[config.mk]
export PLATFORM = sky130hd
export DESIGN_NAME = hrc_top
export DESIGN_NICKNAME = d
export VERILOG_FILES = /design/src/hdl/hrc_pkg.sv /design/src/hdl/hrc_fifo_if.sv /design/src/hdl/hrc_fifo.sv /design/src/hdl/hrc_top.sv
export SDC_FILE = /design/constraint.sdc
export NUM_CORES = 1
export LEC_CHECK = 0
export ABC_AREA = 1
export BUFFER_PORTS_ARGS = -buffer_cell sky130_fd_sc_hd__buf_4
export CORE_MARGIN = 2
export CORE_UTILIZATION = 30
export CTS_CLUSTER_DIAMETER = 30
export DETAILED_ROUTE_END_ITERATION = 10
export PLACE_DENSITY = 0.54
export SYNTH_ARGS = -nofsm -noshare
export SYNTH_HDL_FRONTEND = slang
export SYNTH_SLANG_ARGS = --single-unit
export TNS_END_PERCENT = 30
[constraint.sdc]
create_clock -name ref_clk -period 2.34 [get_ports ref_clk]
set_input_delay 0.117 -clock ref_clk [delete_from_list [all_inputs] [get_ports ref_clk]]
set_output_delay 0.117 -clock ref_clk [all_outputs]
set_load 0.03 [all_outputs]
[src/hdl/hrc_pkg.sv]
// Constants and shared types for the host RAM access control block
`default_nettype none
package hrc_pkg;
	localparam int HRC_DW = 32;
	localparam int HRC_AW = 8;
	localparam int HRC_IW = 6;
	localparam int HRC_FIFO_DEPTH = 4;
	// Register select field values, one per host-visible register
	localparam logic [5:0] HRC_IDX_CTRL = 6'h04;
	localparam logic [5:0] HRC_IDX_ADDR = 6'h07;
	localparam logic [5:0] HRC_IDX_DATA = 6'h08;
	// Control register field positions
	localparam int HRC_LOCK_BIT = 7;
	localparam int HRC_WT_BIT = 5;
	localparam int HRC_RD_BIT = 3;
	localparam int HRC_DIR_BIT = 0;
	// Word address field of the host address register
	localparam int HRC_ADDR_LSB = 2;
	localparam int HRC_ADDR_MSB = 9;
	localparam logic [HRC_AW-1:0] HRC_ADDR_STEP = 8'h01;
	localparam logic [31:0] HRC_CTRL_RST = 32'h00000000;
	localparam logic [31:0] HRC_DATA_RST = 32'h00000000;

	typedef enum logic [1:0] {
		HRC_IDLE = 2'b01,
		HRC_RD_WAIT = 2'b10
	} hrc_state_t;

	typedef struct packed {
		hrc_state_t state;
		logic [2:0] wr_sync;
		logic [2:0] rd_sync;
		logic [1:0] rs_sync;
		logic [1:0][HRC_DW-1:0] wd_sync;
		logic [HRC_IW-1:0] index;
		logic lock;
		logic wt;
		logic rd;
		logic dir;
		logic [HRC_AW-1:0] addr;
		logic [HRC_DW-1:0] data;
		logic push_pend;
		logic fetch_pend;
		logic [HRC_DW-1:0] host_rdata;
		logic host_wait;
		logic [HRC_DW-1:0] cpu_rdata;
		logic ram_req;
		logic ram_we;
		logic [HRC_AW-1:0] ram_addr;
		logic [HRC_DW-1:0] ram_wdata;
	} hrc_regs_t;

	localparam hrc_regs_t HRC_REGS_RST = '{state: HRC_IDLE, default: '0};
endpackage
`default_nettype wire

[src/hdl/hrc_fifo_if.sv]
// Valid/ready carrier between the control logic and the write FIFO
`default_nettype none
interface hrc_fifo_if #(parameter int W = 32) ();
	logic in_valid;
	logic in_ready;
	logic [W-1:0] in_data;
	logic out_valid;
	logic out_ready;
	logic [W-1:0] out_data;
	modport fifo (input in_valid, in_data, out_ready,
		output in_ready, out_valid, out_data);
	modport user (output in_valid, in_data, out_ready,
		input in_ready, out_valid, out_data);
endinterface
`default_nettype wire

[src/hdl/hrc_fifo.sv]
// Small flip-flop FIFO holding words bound for the shared RAM
`default_nettype none
module hrc_fifo #(
	parameter int W = 32,
	parameter int D = 4
) (
	input wire logic ref_clk,
	input wire logic srst,
	hrc_fifo_if.fifo fq
);
	localparam int PW = $clog2(D);
	localparam int CW = PW + 1;

	typedef struct packed {
		logic [D-1:0][W-1:0] mem;
		logic [PW-1:0] wp;
		logic [PW-1:0] rp;
		logic [CW-1:0] cnt;
	} hrc_fifo_st_t;

	hrc_fifo_st_t f_reg;
	hrc_fifo_st_t f_next;
	logic push;
	logic pop;

	assign fq.in_ready = (f_reg.cnt != CW'(D));
	assign fq.out_valid = (f_reg.cnt != '0);
	assign fq.out_data = f_reg.mem[f_reg.rp];
	assign push = fq.in_valid & fq.in_ready;
	assign pop = fq.out_valid & fq.out_ready;

	always_comb begin
		f_next = f_reg;
		for (int i = 0; i < D; i++) begin
			if (push && f_reg.wp == PW'(i)) begin
				f_next.mem[i] = fq.in_data;
			end
		end
		if (push) begin
			f_next.wp = (f_reg.wp == PW'(D - 1)) ? '0 : PW'(f_reg.wp + 1'b1);
		end
		if (pop) begin
			f_next.rp = (f_reg.rp == PW'(D - 1)) ? '0 : PW'(f_reg.rp + 1'b1);
		end
		if (push && !pop) begin
			f_next.cnt = CW'(f_reg.cnt + 1'b1);
		end else if (pop && !push) begin
			f_next.cnt = CW'(f_reg.cnt - 1'b1);
		end
	end

	always_ff @(posedge ref_clk) begin
		if (srst) begin
			f_reg <= '0;
		end else begin
			f_reg <= f_next;
		end
	end
endmodule
`default_nettype wire

[src/hdl/hrc_top.sv]
// Host access control for the shared RAM: control, address, data paths
// Functional notes
// - 32-bit control register, all bits reset zero
// - Only host writes control; CPU reads only
// - Reserved control bits read zero, write zero
// - Lock holds triggers written alongside it
// - Read trigger plus lock: consecutive read
// - Write trigger plus lock: consecutive write
// - Write trigger stores data word at address
// - Unlocked write: one store, trigger self-clears
// - Read trigger loads addressed word into data
// - Unlocked read: one fetch, trigger self-clears
// - Mode lasts until trigger or lock cleared
// - Direction bit acts only while locked
// - Locked access steps address by plus/minus four
// - Bank changes leave control settings untouched
// - Address register holds word address, bits 9:2
`default_nettype none
module hrc_top
	import hrc_pkg::*;
(
	input wire logic ref_clk,
	input wire logic srst,
	input wire logic host_rs,
	input wire logic host_wr,
	input wire logic host_rd,
	input wire logic [HRC_DW-1:0] host_wdata,
	output logic [HRC_DW-1:0] host_rdata,
	output logic host_wait,
	input wire logic cpu_rd,
	input wire logic cpu_wr,
	input wire logic [HRC_IW-1:0] cpu_index,
	input wire logic [HRC_DW-1:0] cpu_wdata,
	output logic [HRC_DW-1:0] cpu_rdata,
	input wire logic ram_ready,
	input wire logic [HRC_DW-1:0] ram_rdata,
	output logic ram_req,
	output logic ram_we,
	output logic [HRC_AW-1:0] ram_addr,
	output logic [HRC_DW-1:0] ram_wdata
);
	hrc_regs_t r_reg;
	hrc_regs_t r_next;
	logic wr_edge;
	logic rd_edge;
	logic drain_go;
	logic [HRC_DW-1:0] wd;

	hrc_fifo_if #(.W(HRC_DW)) fq ();

	hrc_fifo #(.W(HRC_DW), .D(HRC_FIFO_DEPTH)) u_fifo (
		.ref_clk(ref_clk),
		.srst(srst),
		.fq(fq)
	);

	// Readback view; reserved positions are hard zero
	function automatic logic [HRC_DW-1:0] read_view(
		input logic [HRC_IW-1:0] idx,
		input hrc_regs_t s
	);
		logic [HRC_DW-1:0] v;
		v = '0;
		if (idx == HRC_IDX_CTRL) begin
			v[HRC_LOCK_BIT] = s.lock;
			v[HRC_WT_BIT] = s.wt;
			v[HRC_RD_BIT] = s.rd;
			v[HRC_DIR_BIT] = s.dir;
		end else if (idx == HRC_IDX_ADDR) begin
			v[HRC_ADDR_MSB:HRC_ADDR_LSB] = s.addr;
		end else if (idx == HRC_IDX_DATA) begin
			v = s.data;
		end
		return v;
	endfunction

	function automatic logic [HRC_AW-1:0] step_addr(
		input logic [HRC_AW-1:0] a,
		input logic down
	);
		return down ? HRC_AW'(a - HRC_ADDR_STEP)
			: HRC_AW'(a + HRC_ADDR_STEP);
	endfunction

	// Edges come from the second and third stages, never the first
	assign wr_edge = r_reg.wr_sync[1] & ~r_reg.wr_sync[2];
	assign rd_edge = r_reg.rd_sync[1] & ~r_reg.rd_sync[2];
	assign wd = r_reg.wd_sync[1];

	// Stores drain ahead of fetches so a read never overtakes a write
	assign drain_go = (r_reg.state == HRC_IDLE) && ram_ready;
	assign fq.in_valid = r_reg.push_pend;
	assign fq.in_data = r_reg.data;
	assign fq.out_ready = drain_go;

	always_comb begin
		r_next = r_reg;
		r_next.wr_sync = {r_reg.wr_sync[1:0], host_wr};
		r_next.rd_sync = {r_reg.rd_sync[1:0], host_rd};
		r_next.rs_sync = {r_reg.rs_sync[0], host_rs};
		r_next.wd_sync = {r_reg.wd_sync[0], host_wdata};
		r_next.ram_req = 1'b0;
		r_next.ram_we = 1'b0;

		if (r_reg.push_pend && fq.in_ready) begin
			r_next.push_pend = 1'b0;
			if (!r_reg.lock) begin
				r_next.wt = 1'b0;
			end
		end

		if (fq.out_valid && drain_go) begin
			r_next.ram_req = 1'b1;
			r_next.ram_we = 1'b1;
			r_next.ram_addr = r_reg.addr;
			r_next.ram_wdata = fq.out_data;
			if (r_reg.lock) begin
				r_next.addr = step_addr(r_reg.addr, r_reg.dir);
			end
		end else if (drain_go && r_reg.fetch_pend && !r_reg.push_pend) begin
			r_next.ram_req = 1'b1;
			r_next.ram_addr = r_reg.addr;
			r_next.fetch_pend = 1'b0;
			r_next.state = HRC_RD_WAIT;
		end

		case (r_reg.state)
			HRC_RD_WAIT: begin
				r_next.state = HRC_IDLE;
				r_next.data = ram_rdata;
				if (r_reg.lock) begin
					r_next.addr = step_addr(r_reg.addr, r_reg.dir);
				end else begin
					r_next.rd = 1'b0;
				end
			end
			default: begin
				r_next.state = r_next.state;
			end
		endcase

		// CPU sees control, address and data (not the index) but may only change the data word
		if (cpu_rd) begin
			r_next.cpu_rdata = read_view(cpu_index, r_reg);
		end
		if (cpu_wr && cpu_index == HRC_IDX_DATA) begin
			r_next.data = cpu_wdata;
		end

		if (wr_edge) begin
			if (r_reg.rs_sync[1]) begin
				r_next.index = wd[HRC_IW-1:0];
			end else if (r_reg.index == HRC_IDX_CTRL) begin
				// Bank selection has no path into these bits
				r_next.lock = wd[HRC_LOCK_BIT];
				r_next.wt = wd[HRC_WT_BIT];
				r_next.rd = wd[HRC_RD_BIT];
				r_next.dir = wd[HRC_DIR_BIT];
				r_next.fetch_pend = 1'b0;
				if (wd[HRC_WT_BIT]) begin
					r_next.push_pend = !wd[HRC_LOCK_BIT];
				end else if (wd[HRC_RD_BIT]) begin
					r_next.fetch_pend = 1'b1;
				end
			end else if (r_reg.index == HRC_IDX_ADDR) begin
				r_next.addr = wd[HRC_ADDR_MSB:HRC_ADDR_LSB];
			end else if (r_reg.index == HRC_IDX_DATA) begin
				r_next.data = wd;
				if (r_reg.lock && r_reg.wt) begin
					r_next.push_pend = 1'b1;
				end
			end
		end

		if (rd_edge) begin
			if (r_reg.rs_sync[1]) begin
				r_next.host_rdata = {{(HRC_DW-HRC_IW){1'b0}}, r_reg.index};
			end else begin
				r_next.host_rdata = read_view(r_reg.index, r_reg);
				if (r_reg.index == HRC_IDX_DATA && r_reg.lock && r_reg.rd) begin
					r_next.fetch_pend = 1'b1;
				end
			end
		end

		// Host must hold off while a store is still waiting for room
		r_next.host_wait = r_next.push_pend | ~fq.in_ready;
	end

	always_ff @(posedge ref_clk) begin
		if (srst) begin
			r_reg <= HRC_REGS_RST;
		end else begin
			r_reg <= r_next;
		end
	end

	assign host_rdata = r_reg.host_rdata;
	assign host_wait = r_reg.host_wait;
	assign cpu_rdata = r_reg.cpu_rdata;
	assign ram_req = r_reg.ram_req;
	assign ram_we = r_reg.ram_we;
	assign ram_addr = r_reg.ram_addr;
	assign ram_wdata = r_reg.ram_wdata;

	logic host_ctrl_wr;
	logic host_addr_wr;
	assign host_ctrl_wr = wr_edge && !r_reg.rs_sync[1]
		&& r_reg.index == HRC_IDX_CTRL;
	assign host_addr_wr = wr_edge && !r_reg.rs_sync[1]
		&& r_reg.index == HRC_IDX_ADDR;
endmodule
`default_nettype wire

==> run metrics <==
Core ar.=51600 µm²; count of unresolved DRC violations after routing=0; TritonCTS clock tree=built; share of the synthesized area in the top cell type=46.8%; Routed wire per std cell=16.6 µm; total setup violations reported at the end of the flow=0; Iter 0 DRT Violations=1013; Post-CTS Setup Repair Bufs=0; diode count=0; total non-filler cell area in the finished layout=21500 µm²; worst endpoint required time=2.81 ns; Cell Count Post-Placement=2812; largest delay contributor family on the critical path=buffers and inverters; number of buffers added by the clock tree synthesis step=85; Startpoint Class=flip-flop; Post-Synthesis Mean Instance Area=7.41 µm²; pins over their slew limit=0; Slew headroom=40.2%; Sum Neg Setup Slack=0 ns; die width=233 µm; IO Pins=217; Resize count post-CTS=0; initial antenna violation count=0; clock latency at the later pin of the worst-skew pair=0.61 ns; global placement routability congestion=0.840; buffer type at the clock tree root=sky130_fd_sc_hd__clkbuf_16; synthesized netlist net count=2247; FF+latch count, synth=368; total number of vias=14600; ordered list of cells on the worst path=nor3_2 -> nor2_4 -> buf_4 -> buf_4 -> inv_1 -> o211ai_1 -> a21oi_1; footprint of the multi-input gates=6210 µm²; total number of yosys warnings=0; max-capacitance violation count=0; final WL=51.1 mm; leading cell types by total area after synthesis=sky130_fd_sc_hd__dfxtp_1, sky130_fd_sc_hd__a21oi_1, sky130_fd_sc_hd__nand2_1, sky130_fd_sc_hd__o21ai_0, sky130_fd_sc_hd__buf_4; number of flops mapped to enable cells by yosys=0; length of the first detailed-routing pass in iterations=5; final critical-path share of the clock period=87.8%; Synth-to-Final Area Change=36.4%; r2r startpoint=u_fifo.f_reg[0]; result of the run=finished clean; sequential fraction of the synthesis area=46.8%; Crit path buffers/inverters=3; class of the tightest hold or removal check=in -> reg; CP max FO=47; number of hold violations in the final report=0; Worst path most repeated cell=sky130_fd_sc_hd__buf_4; total number of H-tree levels=3; share of flip-flops with an asynchronous set or reset after synthesis=0%; sinks on the clock net=368; number of global-route vias before repair=14200; maximum number of pins on one net before global-route repair=135; count of fill cells added during filler insertion=5201; arrival time worst endpoint=2.52 ns; top_reg_cell synth=sky130_fd_sc_hd__dfxtp_1; area taken by flip-flops and latches=7370 µm²; vertical die dimension=233 µm; setup skew after layout=0.0153 ns; count of input and output buffers=216; slowest cell on the critical path=sky130_fd_sc_hd__buf_4; Synth area leader=sky130_fd_sc_hd__dfxtp_1; gr usage total=18.7%; Tot Pwr=23700 µW; post-placement worst setup slack=0.275 ns; maximum count of clock buffers along a single path=3; distinct cell type count after synthesis=34; antenna viol nets, final=0; Pleak=0.00894 µW; minimum clock period=2.05 ns; sort of element at the end of the critical path=flip-flop; number of standard cells in the layout, taps in and fillers out=3086; worst min-delay path startpoint=ram_rdata[5]; peak per-stage delay on the critical path=0.51 ns; final net count=2459; full die area=54300 µm²; Power Dens Cells=1100 nW/µm²; setup repair after global routing missed its margin=no; post-synthesis instance area=15700 µm²; worst slew pin tran=0.896 ns; VDD IR-drop max=0.566 mV; worst-case register-to-register setup slack=0.29 ns; fraction of final layout cells sized beyond drive strength 1=18.5%; wire length of the first global-routing pass=79.2 mm; GRT Residual Overflow=0; worst setup path startpoint=u_fifo.f_reg[0]; highest attainable clock frequency=487 MHz; clock input transition at the sequential cells of the worst setup and hold paths=0.05 ns; Synth top cells by count=sky130_fd_sc_hd__nand2_1, sky130_fd_sc_hd__dfxtp_1, sky130_fd_sc_hd__a21oi_1; critical path start-end classification=reg -> reg; number of cell rows=83; flip-flop count of the largest register, all copies and words added=135; smallest setup slack after layout=0.285 ns; post-synthesis cell count=2123; starting density of the core=30.5%; most frequent cell after synthesis=sky130_fd_sc_hd__nand2_1; cell area after placement=17200 µm²; count of hold buffers inserted by post-cts repair=116; via/cell ratio=4.73; DPL Wire Length=32.5 mm
layer usage:
metal | global-route usage [%] | routed length (µm) | vias up
met2 | 30.5 | 24000 | 450
li1 | - | - | 7258
met1 | 24.3 | 23000 | 6806
met4 | 7.07 | 1220 | 0
met3 | 3.88 | 3000 | 72
met5 | 0 | 0 | -
worst reg2reg max path: cells and delay by family (launching register included):
| family | cells | cell delay, ns |
|---|---|---|
| buffers and inverters | 3 | 0.98 |
| DFF | 1 | 0.44 |
| AOI/OAI and AO/OA | 2 | 0.27 |
| and+or+nand+nor | 2 | 0.22 |
layout by cell type (no fill, tap or decap), types with 3 or more instances in the layout:
cell / count
sky130_fd_sc_hd__nand2_1: 385
sky130_fd_sc_hd__dfxtp_1: 367
sky130_fd_sc_hd__a21oi_1: 301
sky130_fd_sc_hd__buf_4: 244
sky130_fd_sc_hd__o21ai_0: 242
sky130_fd_sc_hd__inv_1: 205
sky130_fd_sc_hd__nor2_1: 133
sky130_fd_sc_hd__dlygate4sd3_1: 116
sky130_fd_sc_hd__clkbuf_16: 86
sky130_fd_sc_hd__nand3_1: 83
sky130_fd_sc_hd__a31oi_1: 37
sky130_fd_sc_hd__nor2_2: 35
sky130_fd_sc_hd__o21ai_1: 30
sky130_fd_sc_hd__bufinv_16: 18
sky130_fd_sc_hd__clkinv_2: 13
sky130_fd_sc_hd__clkbuf_1: 13
sky130_fd_sc_hd__ha_1: 12
sky130_fd_sc_hd__clkbuf_8: 10
sky130_fd_sc_hd__clkinvlp_4: 9
sky130_fd_sc_hd__nor3_1: 7
sky130_fd_sc_hd__nand2_2: 5
sky130_fd_sc_hd__o221ai_1: 5
sky130_fd_sc_hd__buf_12: 5
sky130_fd_sc_hd__o22ai_1: 4
sky130_fd_sc_hd__nand4_1: 4
sky130_fd_sc_hd__xor2_1: 4
sky130_fd_sc_hd__clkinv_4: 4
sky130_fd_sc_hd__nor2_4: 3
sky130_fd_sc_hd__inv_2: 3
sky130_fd_sc_hd__o211ai_1: 3
sky130_fd_sc_hd__inv_16: 3
cell families after synthesis:
kind of cell | after synthesis | synth area share (%)
AO/OA/AOI/OAI | 625 | 20.4
XOR/XNOR | 6 | 0.334
adder cells (fa/ha/maj) | 14 | 1.21
buffers and inverters | 451 | 13.8
flip-flops | 368 | 46.8
AND/OR/NAND/NOR | 659 | 17.4
report_power, final:
group / internal, µW / switching, µW / total [µW]
clock network: 9050 / 3800 / 12800
registers: 6760 / 332 / 7090
logic: 1280 / 2440 / 3720
cell type report:
class / instances / share of cell area [%]
Clock inverter: 49 / 3.71
Sequential cell: 368 / 34.3
Timing Repair Buffer: 366 / 14.5
Inverter: 210 / 3.68
Tap cell: 680 / 3.97
Clock buffer: 109 / 10.9
Multi-Input combinational cell: 1304 / 28.9
per-stage QoR:
| step | hold WS, ns | util (%) |
|---|---|---|
| final | 0.0494 | 41.6 |
| after global routing | 0.104 | 41.6 |
| after CTS | 0.0223 | 41.6 |
| after detailed placement | 0.324 | 33.3 |
| after global placement | 0.323 | 33.3 |
| after floorplan | 0.224 | - |
worst paths after layout:
kind | end | cells past startpoint
worst max-delay path | r_reg[151] | 7
worst min register to register | wd[14] | 2
worst min-delay path | fq.in_data[5] | 7
worst max register to register | r_reg[151] | 7
No activity file was read; power rests on OpenSTA's default activity.
